===== src/include/pirqs_pkg.sv =====
// Purpose: shared constants for the peripheral interrupt source block
// Assumes: 32-bit axi4-lite register access, 8-bit control registers in low bits
// Notes:   offsets are byte addresses of aligned words
package pirqs_pkg;
    localparam logic [7:0] ADDR_MAIN_CTRL   = 8'h00;
    localparam logic [7:0] ADDR_SECOND_CTRL = 8'h04;
    localparam logic [7:0] ADDR_THIRD_CTRL  = 8'h08;
    localparam logic [7:0] ADDR_TIMER_CTRL  = 8'h0c;
    localparam logic [7:0] ADDR_EVT_STATUS  = 8'h10;
    localparam logic [7:0] ADDR_EVT_CLEAR   = 8'h14;
    localparam logic [7:0] ADDR_EVT_ENABLE  = 8'h18;
    localparam logic [7:0] ADDR_CORE_STATUS = 8'h1c;

    // main control fields
    localparam int MAIN_GLOBAL_EN   = 7;
    localparam int MAIN_TMR_EN      = 5;
    localparam int MAIN_EXT0_EN     = 4;
    localparam int MAIN_PORT_EN     = 3;
    localparam int MAIN_TMR_FLAG    = 2;
    localparam int MAIN_EXT0_FLAG   = 1;
    localparam int MAIN_PORT_FLAG   = 0;
    // second control fields
    localparam int SEC_EDGE0        = 6;
    localparam int SEC_EDGE1        = 5;
    localparam int SEC_EDGE2        = 4;
    localparam int SEC_TMR_PRIO     = 2;
    localparam int SEC_PORT_PRIO    = 0;
    // third control fields
    localparam int THIRD_TWO_PRIO   = 7;
    localparam int THIRD_ONE_PRIO   = 6;
    localparam int THIRD_TWO_EN     = 4;
    localparam int THIRD_ONE_EN     = 3;
    localparam int THIRD_TWO_FLAG   = 1;
    localparam int THIRD_ONE_FLAG   = 0;
    // timer control fields
    localparam int TCTL_RUN         = 7;
    localparam int TCTL_EIGHT_BIT   = 6;

    localparam logic [7:0] MAIN_RESET   = 8'h00;
    localparam logic [7:0] SECOND_RESET = 8'h70;
    localparam logic [7:0] THIRD_RESET  = 8'hc0;
    localparam logic [7:0] TIMER_RESET  = 8'h40;
    localparam int         NUM_EVT      = 5;
    localparam logic [1:0] RESP_OKAY    = 2'b00;
    localparam logic [1:0] RESP_SLVERR  = 2'b10;
endpackage : pirqs_pkg


===== src/hw/pirqs_edge_detect.sv =====
// Purpose: synchronise one pin and report a selected-polarity edge
// Assumes: pin is asynchronous to aclk
// Notes:   one-cycle pulse out
`timescale 1ns/100ps
`default_nettype none
module pirqs_edge_detect (
    input  wire logic aclk,
    input  wire logic aresetn,
    input  wire logic pin,
    input  wire logic rising_sel,
    output logic      level,
    output logic      edge_pulse
);
    logic       meta_reg;
    logic       sync_reg;
    logic       last_reg;
    logic [2:0] prime_reg;

    always_ff @(posedge aclk) begin
        if (!aresetn) begin
            meta_reg  <= 1'b0;
            sync_reg  <= 1'b0;
            last_reg  <= 1'b0;
            prime_reg <= 3'b000;
        end else begin
            meta_reg  <= pin;
            sync_reg  <= meta_reg;
            last_reg  <= sync_reg;
            prime_reg <= {prime_reg[1:0], 1'b1};
        end
    end

    assign level = sync_reg;
    // polarity from select
    // held off until the pipe is full: a pin idling high must not look like an edge after reset
    assign edge_pulse = prime_reg[2] & (rising_sel ? (sync_reg & ~last_reg) : (~sync_reg & last_reg));
endmodule : pirqs_edge_detect
`default_nettype wire


===== src/hw/pirqs_timer.sv =====
// Purpose: free-running timer with 8 or 16-bit overflow detection
// Assumes: counts one per clock while running
// Notes:   prescaler and high-byte buffering left out
`timescale 1ns/100ps
`default_nettype none
module pirqs_timer (
    input  wire logic        aclk,
    input  wire logic        aresetn,
    input  wire logic        run,
    input  wire logic        eight_bit,
    input  wire logic        load,
    input  wire logic [15:0] load_value,
    output logic [15:0]      count,
    output logic             overflow
);
    logic [15:0] count_reg;

    always_ff @(posedge aclk) begin
        if (!aresetn) begin
            count_reg <= 16'h0000;
        end else if (load) begin
            count_reg <= load_value;
        end else if (run) begin
            count_reg <= count_reg + 16'h0001;
        end
    end

    assign count = count_reg;
    // ffh to 00h in 8-bit mode
    // ffffh to 0000h in 16-bit mode
    assign overflow = run && !load &&
                      (eight_bit ? (count_reg[7:0] == 8'hff) : (count_reg == 16'hffff));
endmodule : pirqs_timer
`default_nettype wire


===== src/hw/pirqs_top.sv =====
// Purpose: five interrupt sources, priority split, wake and context save
// Assumes: core asserts irq_ack for one cycle when it takes the vector
// Notes:   registers reached over axi4-lite
//
// The address map and the AXI4-Lite register port were left to the implementer.
`timescale 1ns/100ps
`default_nettype none
module pirqs_top import pirqs_pkg::*; (
    input  wire logic        aclk,
    input  wire logic        aresetn,
    input  wire logic [31:0] s_axi_awaddr,
    input  wire logic        s_axi_awvalid,
    output logic             s_axi_awready,
    input  wire logic [31:0] s_axi_wdata,
    input  wire logic [3:0]  s_axi_wstrb,
    input  wire logic        s_axi_wvalid,
    output logic             s_axi_wready,
    output logic [1:0]       s_axi_bresp,
    output logic             s_axi_bvalid,
    input  wire logic        s_axi_bready,
    input  wire logic [31:0] s_axi_araddr,
    input  wire logic        s_axi_arvalid,
    output logic             s_axi_arready,
    output logic [31:0]      s_axi_rdata,
    output logic [1:0]       s_axi_rresp,
    output logic             s_axi_rvalid,
    input  wire logic        s_axi_rready,
    input  wire logic        ext_irq_zero,
    input  wire logic        ext_irq_one,
    input  wire logic        ext_irq_two,
    input  wire logic [7:4]  port_b_pins,
    input  wire logic [7:4]  port_b_is_input,
    input  wire logic        core_sleeping,
    input  wire logic        irq_ack,
    input  wire logic [20:0] return_pc,
    input  wire logic [7:0]  working_register,
    input  wire logic [7:0]  status_register,
    input  wire logic [7:0]  bank_select_register,
    output logic             irq_high,
    output logic             irq_low,
    output logic             wake_up,
    output logic             stack_push,
    output logic [20:0]      stack_push_pc,
    output logic [7:0]       shadow_working,
    output logic [7:0]       shadow_status,
    output logic [7:0]       shadow_bank,
    output logic             evt_irq
);
    ////////////////////////////////////////////////////////////////////////////
    function automatic logic [7:0] merge_byte(input logic [7:0] old_v, input logic [31:0] wd,
                                              input logic [3:0] strb);
        merge_byte = strb[0] ? wd[7:0] : old_v;
    endfunction : merge_byte

    logic [7:0]  main_ctrl_reg;
    logic [7:0]  second_ctrl_reg;
    logic [7:0]  third_ctrl_reg;
    logic [7:0]  timer_ctrl_reg;
    logic [4:0]  evt_status_reg;
    logic [4:0]  evt_enable_reg;
    logic        aw_held_reg;
    logic        w_held_reg;
    logic [7:0]  aw_addr_reg;
    logic [31:0] w_data_reg;
    logic [3:0]  w_strb_reg;
    logic        wr_do;
    logic        main_wr;
    logic        second_wr;
    logic        third_wr;
    logic        timer_wr;
    logic        clear_wr;
    logic        enable_wr;
    logic        wr_mapped;
    logic [7:0]  wr_addr;

    ////////////////////////////////////////////////////////////////////////////
    // axi write path: address and data may arrive in either order
    assign s_axi_awready = !aw_held_reg && !s_axi_bvalid;
    assign s_axi_wready  = !w_held_reg && !s_axi_bvalid;
    assign wr_do   = aw_held_reg && w_held_reg && !s_axi_bvalid;
    assign wr_addr = aw_addr_reg;
    assign main_wr   = wr_do && wr_addr == ADDR_MAIN_CTRL;
    assign second_wr = wr_do && wr_addr == ADDR_SECOND_CTRL;
    assign third_wr  = wr_do && wr_addr == ADDR_THIRD_CTRL;
    assign timer_wr  = wr_do && wr_addr == ADDR_TIMER_CTRL;
    assign clear_wr  = wr_do && wr_addr == ADDR_EVT_CLEAR;
    assign enable_wr = wr_do && wr_addr == ADDR_EVT_ENABLE;
    assign wr_mapped = main_wr | second_wr | third_wr | timer_wr | clear_wr | enable_wr;

    always_ff @(posedge aclk) begin
        if (!aresetn) begin
            aw_held_reg  <= 1'b0;
            w_held_reg   <= 1'b0;
            aw_addr_reg  <= 8'h00;
            w_data_reg   <= 32'h0000_0000;
            w_strb_reg   <= 4'h0;
            s_axi_bvalid <= 1'b0;
            s_axi_bresp  <= RESP_OKAY;
        end else begin
            if (s_axi_awvalid && s_axi_awready) begin
                aw_held_reg <= 1'b1;
                aw_addr_reg <= {s_axi_awaddr[7:2], 2'b00};
            end
            if (s_axi_wvalid && s_axi_wready) begin
                w_held_reg <= 1'b1;
                w_data_reg <= s_axi_wdata;
                w_strb_reg <= s_axi_wstrb;
            end
            if (wr_do) begin
                aw_held_reg  <= 1'b0;
                w_held_reg   <= 1'b0;
                s_axi_bvalid <= 1'b1;
                s_axi_bresp  <= wr_mapped ? RESP_OKAY : RESP_SLVERR;
            end else if (s_axi_bready) begin
                s_axi_bvalid <= 1'b0;
            end
        end
    end

    ////////////////////////////////////////////////////////////////////////////
    // sources
    logic        lvl0;
    logic        lvl1;
    logic        lvl2;
    logic        edge0;
    logic        edge1;
    logic        edge2;
    logic [15:0] timer_count;
    logic        timer_ovf;
    logic [7:4]  port_meta_reg;
    logic [7:4]  port_sync_reg;
    logic [7:4]  port_last_reg;
    logic [2:0]  port_prime_reg;
    logic        port_change;

    pirqs_edge_detect u_edge0 (
        .aclk       (aclk),
        .aresetn    (aresetn),
        .pin        (ext_irq_zero),
        .rising_sel (second_ctrl_reg[SEC_EDGE0]),
        .level      (lvl0),
        .edge_pulse (edge0)
    );
    pirqs_edge_detect u_edge1 (
        .aclk       (aclk),
        .aresetn    (aresetn),
        .pin        (ext_irq_one),
        .rising_sel (second_ctrl_reg[SEC_EDGE1]),
        .level      (lvl1),
        .edge_pulse (edge1)
    );
    pirqs_edge_detect u_edge2 (
        .aclk       (aclk),
        .aresetn    (aresetn),
        .pin        (ext_irq_two),
        .rising_sel (second_ctrl_reg[SEC_EDGE2]),
        .level      (lvl2),
        .edge_pulse (edge2)
    );
    pirqs_timer u_timer (
        .aclk       (aclk),
        .aresetn    (aresetn),
        .run        (timer_ctrl_reg[TCTL_RUN]),
        .eight_bit  (timer_ctrl_reg[TCTL_EIGHT_BIT]),
        .load       (timer_wr),
        .load_value (w_data_reg[23:8]),
        .count      (timer_count),
        .overflow   (timer_ovf)
    );

    always_ff @(posedge aclk) begin
        if (!aresetn) begin
            port_meta_reg <= 4'h0;
            port_sync_reg <= 4'h0;
            port_last_reg <= 4'h0;
            port_prime_reg <= 3'b000;
        end else begin
            port_meta_reg <= port_b_pins;
            port_sync_reg <= port_meta_reg;
            port_last_reg <= port_sync_reg;
            port_prime_reg <= {port_prime_reg[1:0], 1'b1};
        end
    end
    // any input pin change; no false change while the pipe fills after reset
    assign port_change = port_prime_reg[2] & (|((port_sync_reg ^ port_last_reg) & port_b_is_input));

    ////////////////////////////////////////////////////////////////////////////
    // control registers; hardware set wins over a software clear
    always_ff @(posedge aclk) begin
        if (!aresetn) begin
            main_ctrl_reg <= MAIN_RESET;
        end else begin
            if (main_wr) begin
                main_ctrl_reg <= merge_byte(main_ctrl_reg, w_data_reg, w_strb_reg);
            end
            if (edge0) begin
                main_ctrl_reg[MAIN_EXT0_FLAG] <= 1'b1;
            end
            if (timer_ovf) begin
                main_ctrl_reg[MAIN_TMR_FLAG] <= 1'b1;
            end
            if (port_change) begin
                main_ctrl_reg[MAIN_PORT_FLAG] <= 1'b1;
            end
        end
    end

    always_ff @(posedge aclk) begin
        if (!aresetn) begin
            third_ctrl_reg <= THIRD_RESET;
        end else begin
            if (third_wr) begin
                third_ctrl_reg <= merge_byte(third_ctrl_reg, w_data_reg, w_strb_reg);
            end
            if (edge1) begin
                third_ctrl_reg[THIRD_ONE_FLAG] <= 1'b1;
            end
            if (edge2) begin
                third_ctrl_reg[THIRD_TWO_FLAG] <= 1'b1;
            end
        end
    end

    always_ff @(posedge aclk) begin
        if (!aresetn) begin
            second_ctrl_reg <= SECOND_RESET;
            timer_ctrl_reg  <= TIMER_RESET;
        end else begin
            if (second_wr) begin
                second_ctrl_reg <= merge_byte(second_ctrl_reg, w_data_reg, w_strb_reg);
            end
            if (timer_wr) begin
                timer_ctrl_reg <= merge_byte(timer_ctrl_reg, w_data_reg, w_strb_reg);
            end
        end
    end

    ////////////////////////////////////////////////////////////////////////////
    // requests and priority
    logic req0;
    logic req1;
    logic req2;
    logic req_tmr;
    logic req_port;
    logic pend_high;
    logic pend_low;
    logic pend_any;
    logic ext_wake_reg;

    assign req0 = main_ctrl_reg[MAIN_EXT0_FLAG] & main_ctrl_reg[MAIN_EXT0_EN];
    assign req1 = third_ctrl_reg[THIRD_ONE_FLAG] & third_ctrl_reg[THIRD_ONE_EN];
    assign req2 = third_ctrl_reg[THIRD_TWO_FLAG] & third_ctrl_reg[THIRD_TWO_EN];
    assign req_tmr = main_ctrl_reg[MAIN_TMR_FLAG] & main_ctrl_reg[MAIN_TMR_EN];
    assign req_port = main_ctrl_reg[MAIN_PORT_FLAG] & main_ctrl_reg[MAIN_PORT_EN];

    // source zero always high; one, two, timer and port by their priority bits
    assign pend_high = req0
                     | (req1 & third_ctrl_reg[THIRD_ONE_PRIO])
                     | (req2 & third_ctrl_reg[THIRD_TWO_PRIO])
                     | (req_tmr & second_ctrl_reg[SEC_TMR_PRIO])
                     | (req_port & second_ctrl_reg[SEC_PORT_PRIO]);
    assign pend_low  = (req1 & ~third_ctrl_reg[THIRD_ONE_PRIO])
                     | (req2 & ~third_ctrl_reg[THIRD_TWO_PRIO])
                     | (req_tmr & ~second_ctrl_reg[SEC_TMR_PRIO])
                     | (req_port & ~second_ctrl_reg[SEC_PORT_PRIO]);
    assign pend_any  = pend_high | pend_low;

    assign irq_high = main_ctrl_reg[MAIN_GLOBAL_EN] & pend_high;
    assign irq_low  = main_ctrl_reg[MAIN_GLOBAL_EN] & pend_low;

    // enabled pin edge wakes sleeping core
    always_ff @(posedge aclk) begin
        if (!aresetn) begin
            ext_wake_reg <= 1'b0;
        end else begin
            ext_wake_reg <= core_sleeping && ((edge0 && main_ctrl_reg[MAIN_EXT0_EN])
                                           || (edge1 && third_ctrl_reg[THIRD_ONE_EN])
                                           || (edge2 && third_ctrl_reg[THIRD_TWO_EN]));
        end
    end
    assign wake_up = ext_wake_reg | (core_sleeping & pend_any);

    ////////////////////////////////////////////////////////////////////////////
    // context save on entry
    always_ff @(posedge aclk) begin
        if (!aresetn) begin
            stack_push    <= 1'b0;
            stack_push_pc <= 21'h000000;
        end else begin
            stack_push <= irq_ack;
            if (irq_ack) begin
                stack_push_pc <= return_pc;
            end
        end
    end

    always_ff @(posedge aclk) begin
        if (!aresetn) begin
            shadow_working <= 8'h00;
            shadow_status  <= 8'h00;
            shadow_bank    <= 8'h00;
        end else if (irq_ack) begin
            shadow_working <= working_register;
            shadow_status  <= status_register;
            shadow_bank    <= bank_select_register;
        end
    end

    ////////////////////////////////////////////////////////////////////////////
    // sticky event status for the bus interrupt line
    logic [4:0] evt_set;
    assign evt_set = {port_change, timer_ovf, edge2, edge1, edge0};

    always_ff @(posedge aclk) begin
        if (!aresetn) begin
            evt_status_reg <= 5'h00;
            evt_enable_reg <= 5'h00;
        end else begin
            // set wins over clear
            evt_status_reg <= (evt_status_reg & ~(clear_wr ? w_data_reg[4:0] : 5'h00)) | evt_set;
            if (enable_wr) begin
                evt_enable_reg <= w_data_reg[4:0];
            end
        end
    end
    assign evt_irq = |(evt_status_reg & evt_enable_reg);

    ////////////////////////////////////////////////////////////////////////////
    // axi read path; clear register reads as zero
    always_ff @(posedge aclk) begin
        if (!aresetn) begin
            s_axi_rvalid <= 1'b0;
            s_axi_rdata  <= 32'h0000_0000;
            s_axi_rresp  <= RESP_OKAY;
        end else if (s_axi_arvalid && s_axi_arready) begin
            s_axi_rvalid <= 1'b1;
            s_axi_rresp  <= RESP_OKAY;
            unique case ({s_axi_araddr[7:2], 2'b00})
                ADDR_MAIN_CTRL:   s_axi_rdata <= {24'h000000, main_ctrl_reg};
                ADDR_SECOND_CTRL: s_axi_rdata <= {24'h000000, second_ctrl_reg};
                ADDR_THIRD_CTRL:  s_axi_rdata <= {24'h000000, third_ctrl_reg};
                ADDR_TIMER_CTRL:  s_axi_rdata <= {8'h00, timer_count, timer_ctrl_reg};
                ADDR_EVT_STATUS:  s_axi_rdata <= {27'h0000000, evt_status_reg};
                ADDR_EVT_CLEAR:   s_axi_rdata <= 32'h0000_0000;
                ADDR_EVT_ENABLE:  s_axi_rdata <= {27'h0000000, evt_enable_reg};
                ADDR_CORE_STATUS: s_axi_rdata <= {25'h0000000, lvl2, lvl1, lvl0, port_sync_reg};
                default: begin
                    s_axi_rdata <= 32'h0000_0000;
                    s_axi_rresp <= RESP_SLVERR;
                end
            endcase
        end else if (s_axi_rready) begin
            s_axi_rvalid <= 1'b0;
        end
    end
    assign s_axi_arready = !s_axi_rvalid;

    ////////////////////////////////////////////////////////////////////////////
    a_edge_sets_flag: assert property (@(posedge aclk) disable iff (!aresetn)
        edge0 |=> main_ctrl_reg[MAIN_EXT0_FLAG]) else $error("pin zero edge did not set flag");
    a_flag_holds: assert property (@(posedge aclk) disable iff (!aresetn)
        third_ctrl_reg[THIRD_ONE_FLAG] && !third_wr |=> third_ctrl_reg[THIRD_ONE_FLAG])
        else $error("pin one flag dropped without write");
    a_enable_gates: assert property (@(posedge aclk) disable iff (!aresetn)
        !third_ctrl_reg[THIRD_TWO_EN] |-> !req2) else $error("disabled source requested");
    a_zero_high: assert property (@(posedge aclk) disable iff (!aresetn)
        req0 && main_ctrl_reg[MAIN_GLOBAL_EN] |-> irq_high) else $error("source zero not high");
    a_global_gate: assert property (@(posedge aclk) disable iff (!aresetn)
        !main_ctrl_reg[MAIN_GLOBAL_EN] |-> !irq_high && !irq_low) else $error("vector without global");
    a_one_prio: assert property (@(posedge aclk) disable iff (!aresetn)
        req1 && !third_ctrl_reg[THIRD_ONE_PRIO] && main_ctrl_reg[MAIN_GLOBAL_EN] |-> irq_low)
        else $error("source one priority wrong");
    a_timer_flag: assert property (@(posedge aclk) disable iff (!aresetn)
        timer_ovf && !timer_ctrl_reg[TCTL_EIGHT_BIT] |-> timer_count == 16'hffff)
        else $error("16-bit overflow at wrong count");
    a_port_flag: assert property (@(posedge aclk) disable iff (!aresetn)
        port_change |=> main_ctrl_reg[MAIN_PORT_FLAG]) else $error("port change lost");
    a_stack_push: assert property (@(posedge aclk) disable iff (!aresetn)
        irq_ack |=> stack_push && stack_push_pc == $past(return_pc)) else $error("return pc not pushed");
    a_shadow_save: assert property (@(posedge aclk) disable iff (!aresetn)
        irq_ack |=> shadow_working == $past(working_register)) else $error("working not shadowed");
endmodule : pirqs_top
`default_nettype wire


===== config.mk =====
export PLATFORM = sky130hd
export DESIGN_NAME = pirqs_top
export DESIGN_NICKNAME = d
export VERILOG_FILES = /design/src/include/pirqs_pkg.sv /design/src/hw/pirqs_edge_detect.sv /design/src/hw/pirqs_timer.sv /design/src/hw/pirqs_top.sv
export SDC_FILE = /design/constraint.sdc
export NUM_CORES = 1
export LEC_CHECK = 0
export BUFFER_PORTS_ARGS = -buffer_cell sky130_fd_sc_hd__buf_2
export CORE_MARGIN = 1.5
export CORE_UTILIZATION = 40
export CTS_BUF_LIST = sky130_fd_sc_hd__clkbuf_8
export CTS_CLUSTER_DIAMETER = 30
export DETAILED_ROUTE_END_ITERATION = 16
export PLACE_DENSITY = 0.72
export REMOVE_ABC_BUFFERS = 1
export SLEW_MARGIN = 10
export SYNTH_ARGS = -nofsm -noshare
export SYNTH_HDL_FRONTEND = slang
export SYNTH_SLANG_ARGS = --single-unit
export TNS_END_PERCENT = 10

===== constraint.sdc =====
create_clock -name aclk -period 2.4 [get_ports aclk]
set_clock_uncertainty 0.1 [all_clocks]
set_input_delay 0.6 -clock aclk [delete_from_list [all_inputs] [get_ports aclk]]
set_output_delay 0.6 -clock aclk [all_outputs]
set_load 0.005 [all_outputs]

; Yosys cells after proc, flatten, opt, wreduce, memory -nomap -nowiden
; Index checks and enable logic that the tools add are counted.
[word_totals]
output_inout_bits = 91
mem_count = 0
latch_bits = 0
inputBits = 165
regBits = 209
romBits = 0
word_cells = 201
ramBits = 0
[op_classes]
muxes = 27
div = 0
multipliers = 0
reduce_logical = 54
n_shift = 0
bitwise = 57
n_eq_ne = 14
add_sub_neg = 1
magnitude_cmp = 0
[ops]
columns = cell, n
row1 = case mux 24 bit (7 select lines), 1
row2 = equality test 6 x 3 -> 1 bit (second input constant), 6
row3 = two-way mux 16 bit, 2
row4 = bitwise AND 1 bit, 26
row5 = nonzero test 2 bit, 13
row6 = equality test 6 x 2 -> 1 bit (second input constant), 4
row7 = logical AND 1 bit, 19
row8 = AND reduction 2 bit, 9
row9 = two-way mux 1 bit, 17
row10 = adder 16 x 1 -> 16 bit (second input constant), 1
row11 = equality test 16 bit (second input constant), 1
row12 = OR 1 bit, 14
row13 = equality test 6 x 1 -> 1 bit (second input constant), 2
row14 = inverter 1 bit, 11
row15 = bitwise AND 5 bit, 2
row16 = equality test 8 bit (second input constant), 1
row17 = logical NOT 8 bit, 1
row18 = two-way mux 2 bit, 4
row19 = OR reduction 8 bit, 1
row20 = logical NOT 6 bit, 1
row21 = two-way mux 3 bit, 2
row22 = logical NOT 1 bit, 5
row23 = two-way mux 5 bit, 1
row24 = inverter 5 bit, 1
row25 = 7 further kinds, 8

; Depth between registers and ports, before layout
[logic_depth]
depth_word = 9
depth_mapped = 7
depth_no_buf = 6

; Cells and area by module
; A second synthesis with hierarchy kept.
[unflattened]
hier_cells = 841
area_unflattened_um2 = 8120.3
[modules_own_cells]
columns = mod, seq_area_each_um2, instances, area_per_inst_um2, cells_each
row1 = pirqs_top, 3303.2, 1, 6731.5, 692
row2 = pirqs_timer, 320.3, 1, 863.3, 107
row3 = pirqs_edge_detect, 120.1, 3, 175.2, 14

; Worst setup path before layout
; No wires, ideal clock.
[synth_timing]
path_kind = in2reg
start = input s_axi_araddr[2]
end = register s_axi_rdata[7]
t_required_ns = 2.226
setup_time_ns = 0.074
slack_ns = 0.355
t_arrival_ns = 1.871
path_buffers = 1
cell_stages = 5
cell_sequence = clkbuf_1 > or4_1 > nor3_2 > a221oi_1 > o21ai_0
[synth_between]
elab_chain_len = 2
word_cells_on_any_way = 8
classes_between = eq/ne: 6 / mux: 1 / reduce/logical: 1
[synth_lines]
columns = element, line
row1 = "start, declared", pirqs_top.sv:21  ; input wire logic [31:0] s_axi_araddr,
row2 = equality test 6 x 3 -> 1 bit (tied with other cells), pirqs_top.sv:338  ; unique case ({s_axi_araddr[7:2], 2'b00})
row3 = case mux 24 bit (7 select lines) (*), pirqs_top.sv:338
row4 = "end signal, assigned", pirqs_top.sv:339  ; ADDR_MAIN_CTRL: s_axi_rdata <= {24'h000000, main_ctrl_reg};
row5 = "end signal, assigned", pirqs_top.sv:340  ; ADDR_SECOND_CTRL: s_axi_rdata <= {24'h000000, second_ctrl_reg};
row6 = "end signal, assigned", pirqs_top.sv:341  ; ADDR_THIRD_CTRL: s_axi_rdata <= {24'h000000, third_ctrl_reg};
row7 = "end, declared", pirqs_top.sv:24  ; output logic [31:0] s_axi_rdata,
; Mark *: on every way between the ends. The rest lies on a longest branch, timed or not.
; A chain may end at the register's enable or synchronous reset.

; Worst setup path after layout
[layout_timing]
start = register second_ctrl_reg[0]
end = output wake_up
[layout_between]
elab_chain_len = 6
word_cells_on_any_way = 8
classes_between = bitwise: 8
[layout_lines]
columns = element, line
row1 = "start, declared", pirqs_top.sv:56  ; logic [7:0] second_ctrl_reg;
row2 = "start signal, assigned", pirqs_top.sv:230  ; second_ctrl_reg <= merge_byte(second_ctrl_reg, w_data_reg, w_strb_reg);
row3 = inverter 1 bit, pirqs_top.sv:265  ; | (req_port & ~second_ctrl_reg[SEC_PORT_PRIO]);
row4 = bitwise AND 1 bit, pirqs_top.sv:265
row5 = OR 1 bit, pirqs_top.sv:265
row6 = OR 1 bit (*), pirqs_top.sv:266  ; assign pend_any = pend_high | pend_low;
row7 = bitwise AND 1 bit (*), pirqs_top.sv:281  ; assign wake_up = ext_wake_reg | (core_sleeping & pend_any);
row8 = OR 1 bit (*), pirqs_top.sv:281
row9 = "end, declared", pirqs_top.sv:41  ; output logic wake_up,
; Marked as above.

==> metrics.md <==
| Metric | Value |
|---|---|
| CTS sink count | between 150 and 200 |
| Crit end category | primary output |
| Syn_area_per_cell | roughly 9.6 sq um |
| Die height | approximately 140 microns |
| CTS H-tree depth | 4 |
| Remaining Overflow, GRT | 0 |
| Placed cells | between 1k and 1.5k |
| CP arrival | 1570 ps |
| Most frequent cells in the layout | 184 x dfxtp_1, 181 x buf_2, 108 x nand2_1, 82 x nor2b_1, 80 x mux2i_1 |
| RePlAce Congestion | 0.8897 |
| NumNets Final | roughly 1.2k |
| Seq cells post-synth | 190 |
| Kind of critical path | reg2out |
| IR drop worst, VDD | slightly below 0.0004 V |
| Max FO, Critical Path | 4 |
| First-pass GRT wire length | a little under 30 mm |
| CTS clk-pin slew, worst paths | 110 ps |
| Initial antenna violation count | 2 |
| Worst-Margin Slew | approximately 840 ps |
| CTS tree | yes |
| DR vias | around 6.2k |
| Num ports | roughly 260 |
| DR iter-0 viols | approximately 330 |
| Share of cells above drive strength 1 | 0.2550 |
| Horiz. Die Dim | ~140 microns |
| GRT met3 Usage | 0.04259 |
| Most Crowded Layer GR | met2 |
| Kind of cell adding the most delay to the critical path | flip-flops |
| Cts bufs inserted | 17 |
| Placement Setup Slack | around 170 ps |
| DR WL/cell | approximately 15 microns |
| Yosys warning total | 0 |
| Critical Path, Cell by Cell | a32oi_1 -> nand4_1 -> o21ai_1 -> nand2b_1 -> buf_2 |
| Setup_tns | 0 ps |
| Worst setup margin | between 100 and 150 ps |
| Crit share post-route | 0.9454 |
| Outcome | finished clean |
| Vias/cell | slightly below 5 |
| Worst-Skew Late Latency | ~470 ps |
| Leak pwr | 4.228 nW |
| CTS Root Cell | clkbuf_8 |
| Total Routed Length | roughly 18 mm |
| Number of synthesized flops with an enable pin | 0 |
| Post-DP HPWL | 13.40 mm |
| Met2 Use GR | 0.2816 |
| Hold Violations, Final | 0 |
| Area of the mapped netlist | 0.007825 sq mm |
| RSZ-0062 raised after global routing | no |
| First-pass DRT Iterations | 5 |
| Layout area overhead | 21.25% |
| Number of I/O port buffers | around 180 |
| Layout Cells excl Fill | 1265 |
| Hold WS | between 200 and 250 ps |
| Post-synthesis cell count | 816 |
| GR Util All Layers | 0.1818 |
| CORE AREA | around 0.019 sq mm |
| Final Critical Period | 2269 ps |
| Hold crit path type | in2reg |
| Synth unique cells | 54 |
| Vias in the first global route | ~5.8k |
| Fmax | between 400 and 500 MHz |
| Row cnt | 50 |
| Drt drc | 0 |
| Slowest-stage cell, CP | dfxtp_1 |
| Total of max-cap violations | 0 |
| Routing usage on met1 | 0.2438 |
| Commonest non-fill, non-tap cell in the layout | dfxtp_1 |
| Async SR Flop Fraction | 0 |
| Routed Antenna Nets | 0 |
| Max-slew violation count | 0 |
| Final setup viols | 0 |
| Critical path's largest stage delay | between 300 and 400 ps |
| Max-Slew Margin vs Limit | 0.4396 |
| Synth Flop Type | dfxtp_1 |
| Initial Util | 0.4128 |
| Buf/Inv on CP | 1 |
| Pin count of the biggest net entering global routing | 72 |
| Post-synthesis sequential area ratio | 0.4861 |
| Pwr dens | approximately 640 mW/mm^2 |
| Req. time, crit path | between 1500 and 2000 ps |
| Die area | 0.02041 sq mm |
| R2R Setup Slk | roughly 250 ps |
| Clock Path Buffers | 2 |
| Setup crit start kind | flip-flop |
==> through the flow <==
stage / cell area [sq um] / util / power [mW]
after floorplan: 7589 / - / 3.643
after global placement: 9042 / 0.4770 / 3.934
after detailed placement: 9042 / 0.4770 / 3.947
after CTS: 9478 / 0.5000 / 6.139
after global routing: 9488 / 0.5005 / 6.342
final: 9488 / 0.5005 / 6.065
==> layer usage <==
layer,share of wire,up-vias,routed length [microns]
li1,-,3135,-
met1,0.48,2858,8750
met2,0.44,184,8135
met3,0.055,33,1003
met4,0.025,2,450
met5,0.00071,-,13
==> kinds of logic (layout without fill, tap and decap cells) <==
kind of cell               Yosys count  count (layout)  synth area share
xor gates and xnor gates            20              20           0.02239
DFF                                190             190            0.4861
other                                1              11         0.0004792
buffers and inverters               62             241           0.03694
AOI/OAI and AO/OA                  145             145            0.1321
adders and majority gates            1               1          0.001599
and+or+nand+nor                    312             312            0.2109
muxes                               85              85            0.1095
==> worst register-to-register path, stage by stage, from the launching register on <==
cell and delay, ps:
dfxtp_1 510, or4b_1 470, or4_4 470, nor2_4 260, nand2_1 80, a21boi_0 190
==> where the power goes <==
| part | switching (mW) | leakage [nW] | internal, mW |
|---|---|---|---|
| Combinational | 0.262 | 2.46 | 0.266 |
| Clock | 1.27 | 0.214 | 0.923 |
| Sequential | 0.0815 | 1.55 | 3.26 |
==> synthesized netlist by cell type (all sizes together) (3+ instances only) <==
master  number  area [sq um]
a211oi       5         37.54
and2        33         206.5
nor3         6         35.03
and3         4         25.02
a21boi      46         345.3
a21oi       15         75.07
a22oi       30         225.2
inv          5         18.77
mux2         5         56.30
nand2      110         422.9
nand4       11         68.82
dfxtp      190          3804
clkbuf      38         142.6
nand3b       5         37.54
o211a        9         90.09
a31oi        6         37.54
xnor2        6         52.55
xor2        14         122.6
mux2i       80         800.8
nand3       17         85.08
nand2b       5         31.28
o21a         6         45.04
o21ai       17         85.08
nor2b       82         513.0
or4          3         26.27
buf         19         127.6
nor2        26         105.1
==> layout make-up <==
type	instances	area [sq um]
flip-flops and latches	190	3814
fillers	1819	9468
repair buffers	204	1129
clock inverters	14	182.7
diodes	1	2.502
well taps	260	325.3
multi-input cells	573	3769
clock buffers	18	247.7
inverters	5	18.77
==> repair_timing <==
item,in CTS,in global routing
resized for setup,4,5
setup endpoints to repair,1,1
buffers inserted,0,0
hold buffers,0,0
gates cloned,0,0
pin swaps,0,1
==> worst paths after layout <==
kind | start | to | depth (start not counted)
worst min register to register | port_meta_reg[6] | port_sync_reg[6] | 1
worst max register to register | aw_addr_reg[2] | timer_ctrl_reg[4] | 5
worst min-delay path | ext_irq_two | u_edge2.meta_reg | 2
worst max-delay path | second_ctrl_reg[0] | wake_up | 5
Note: power is estimated with default switching activity, not from simulation.
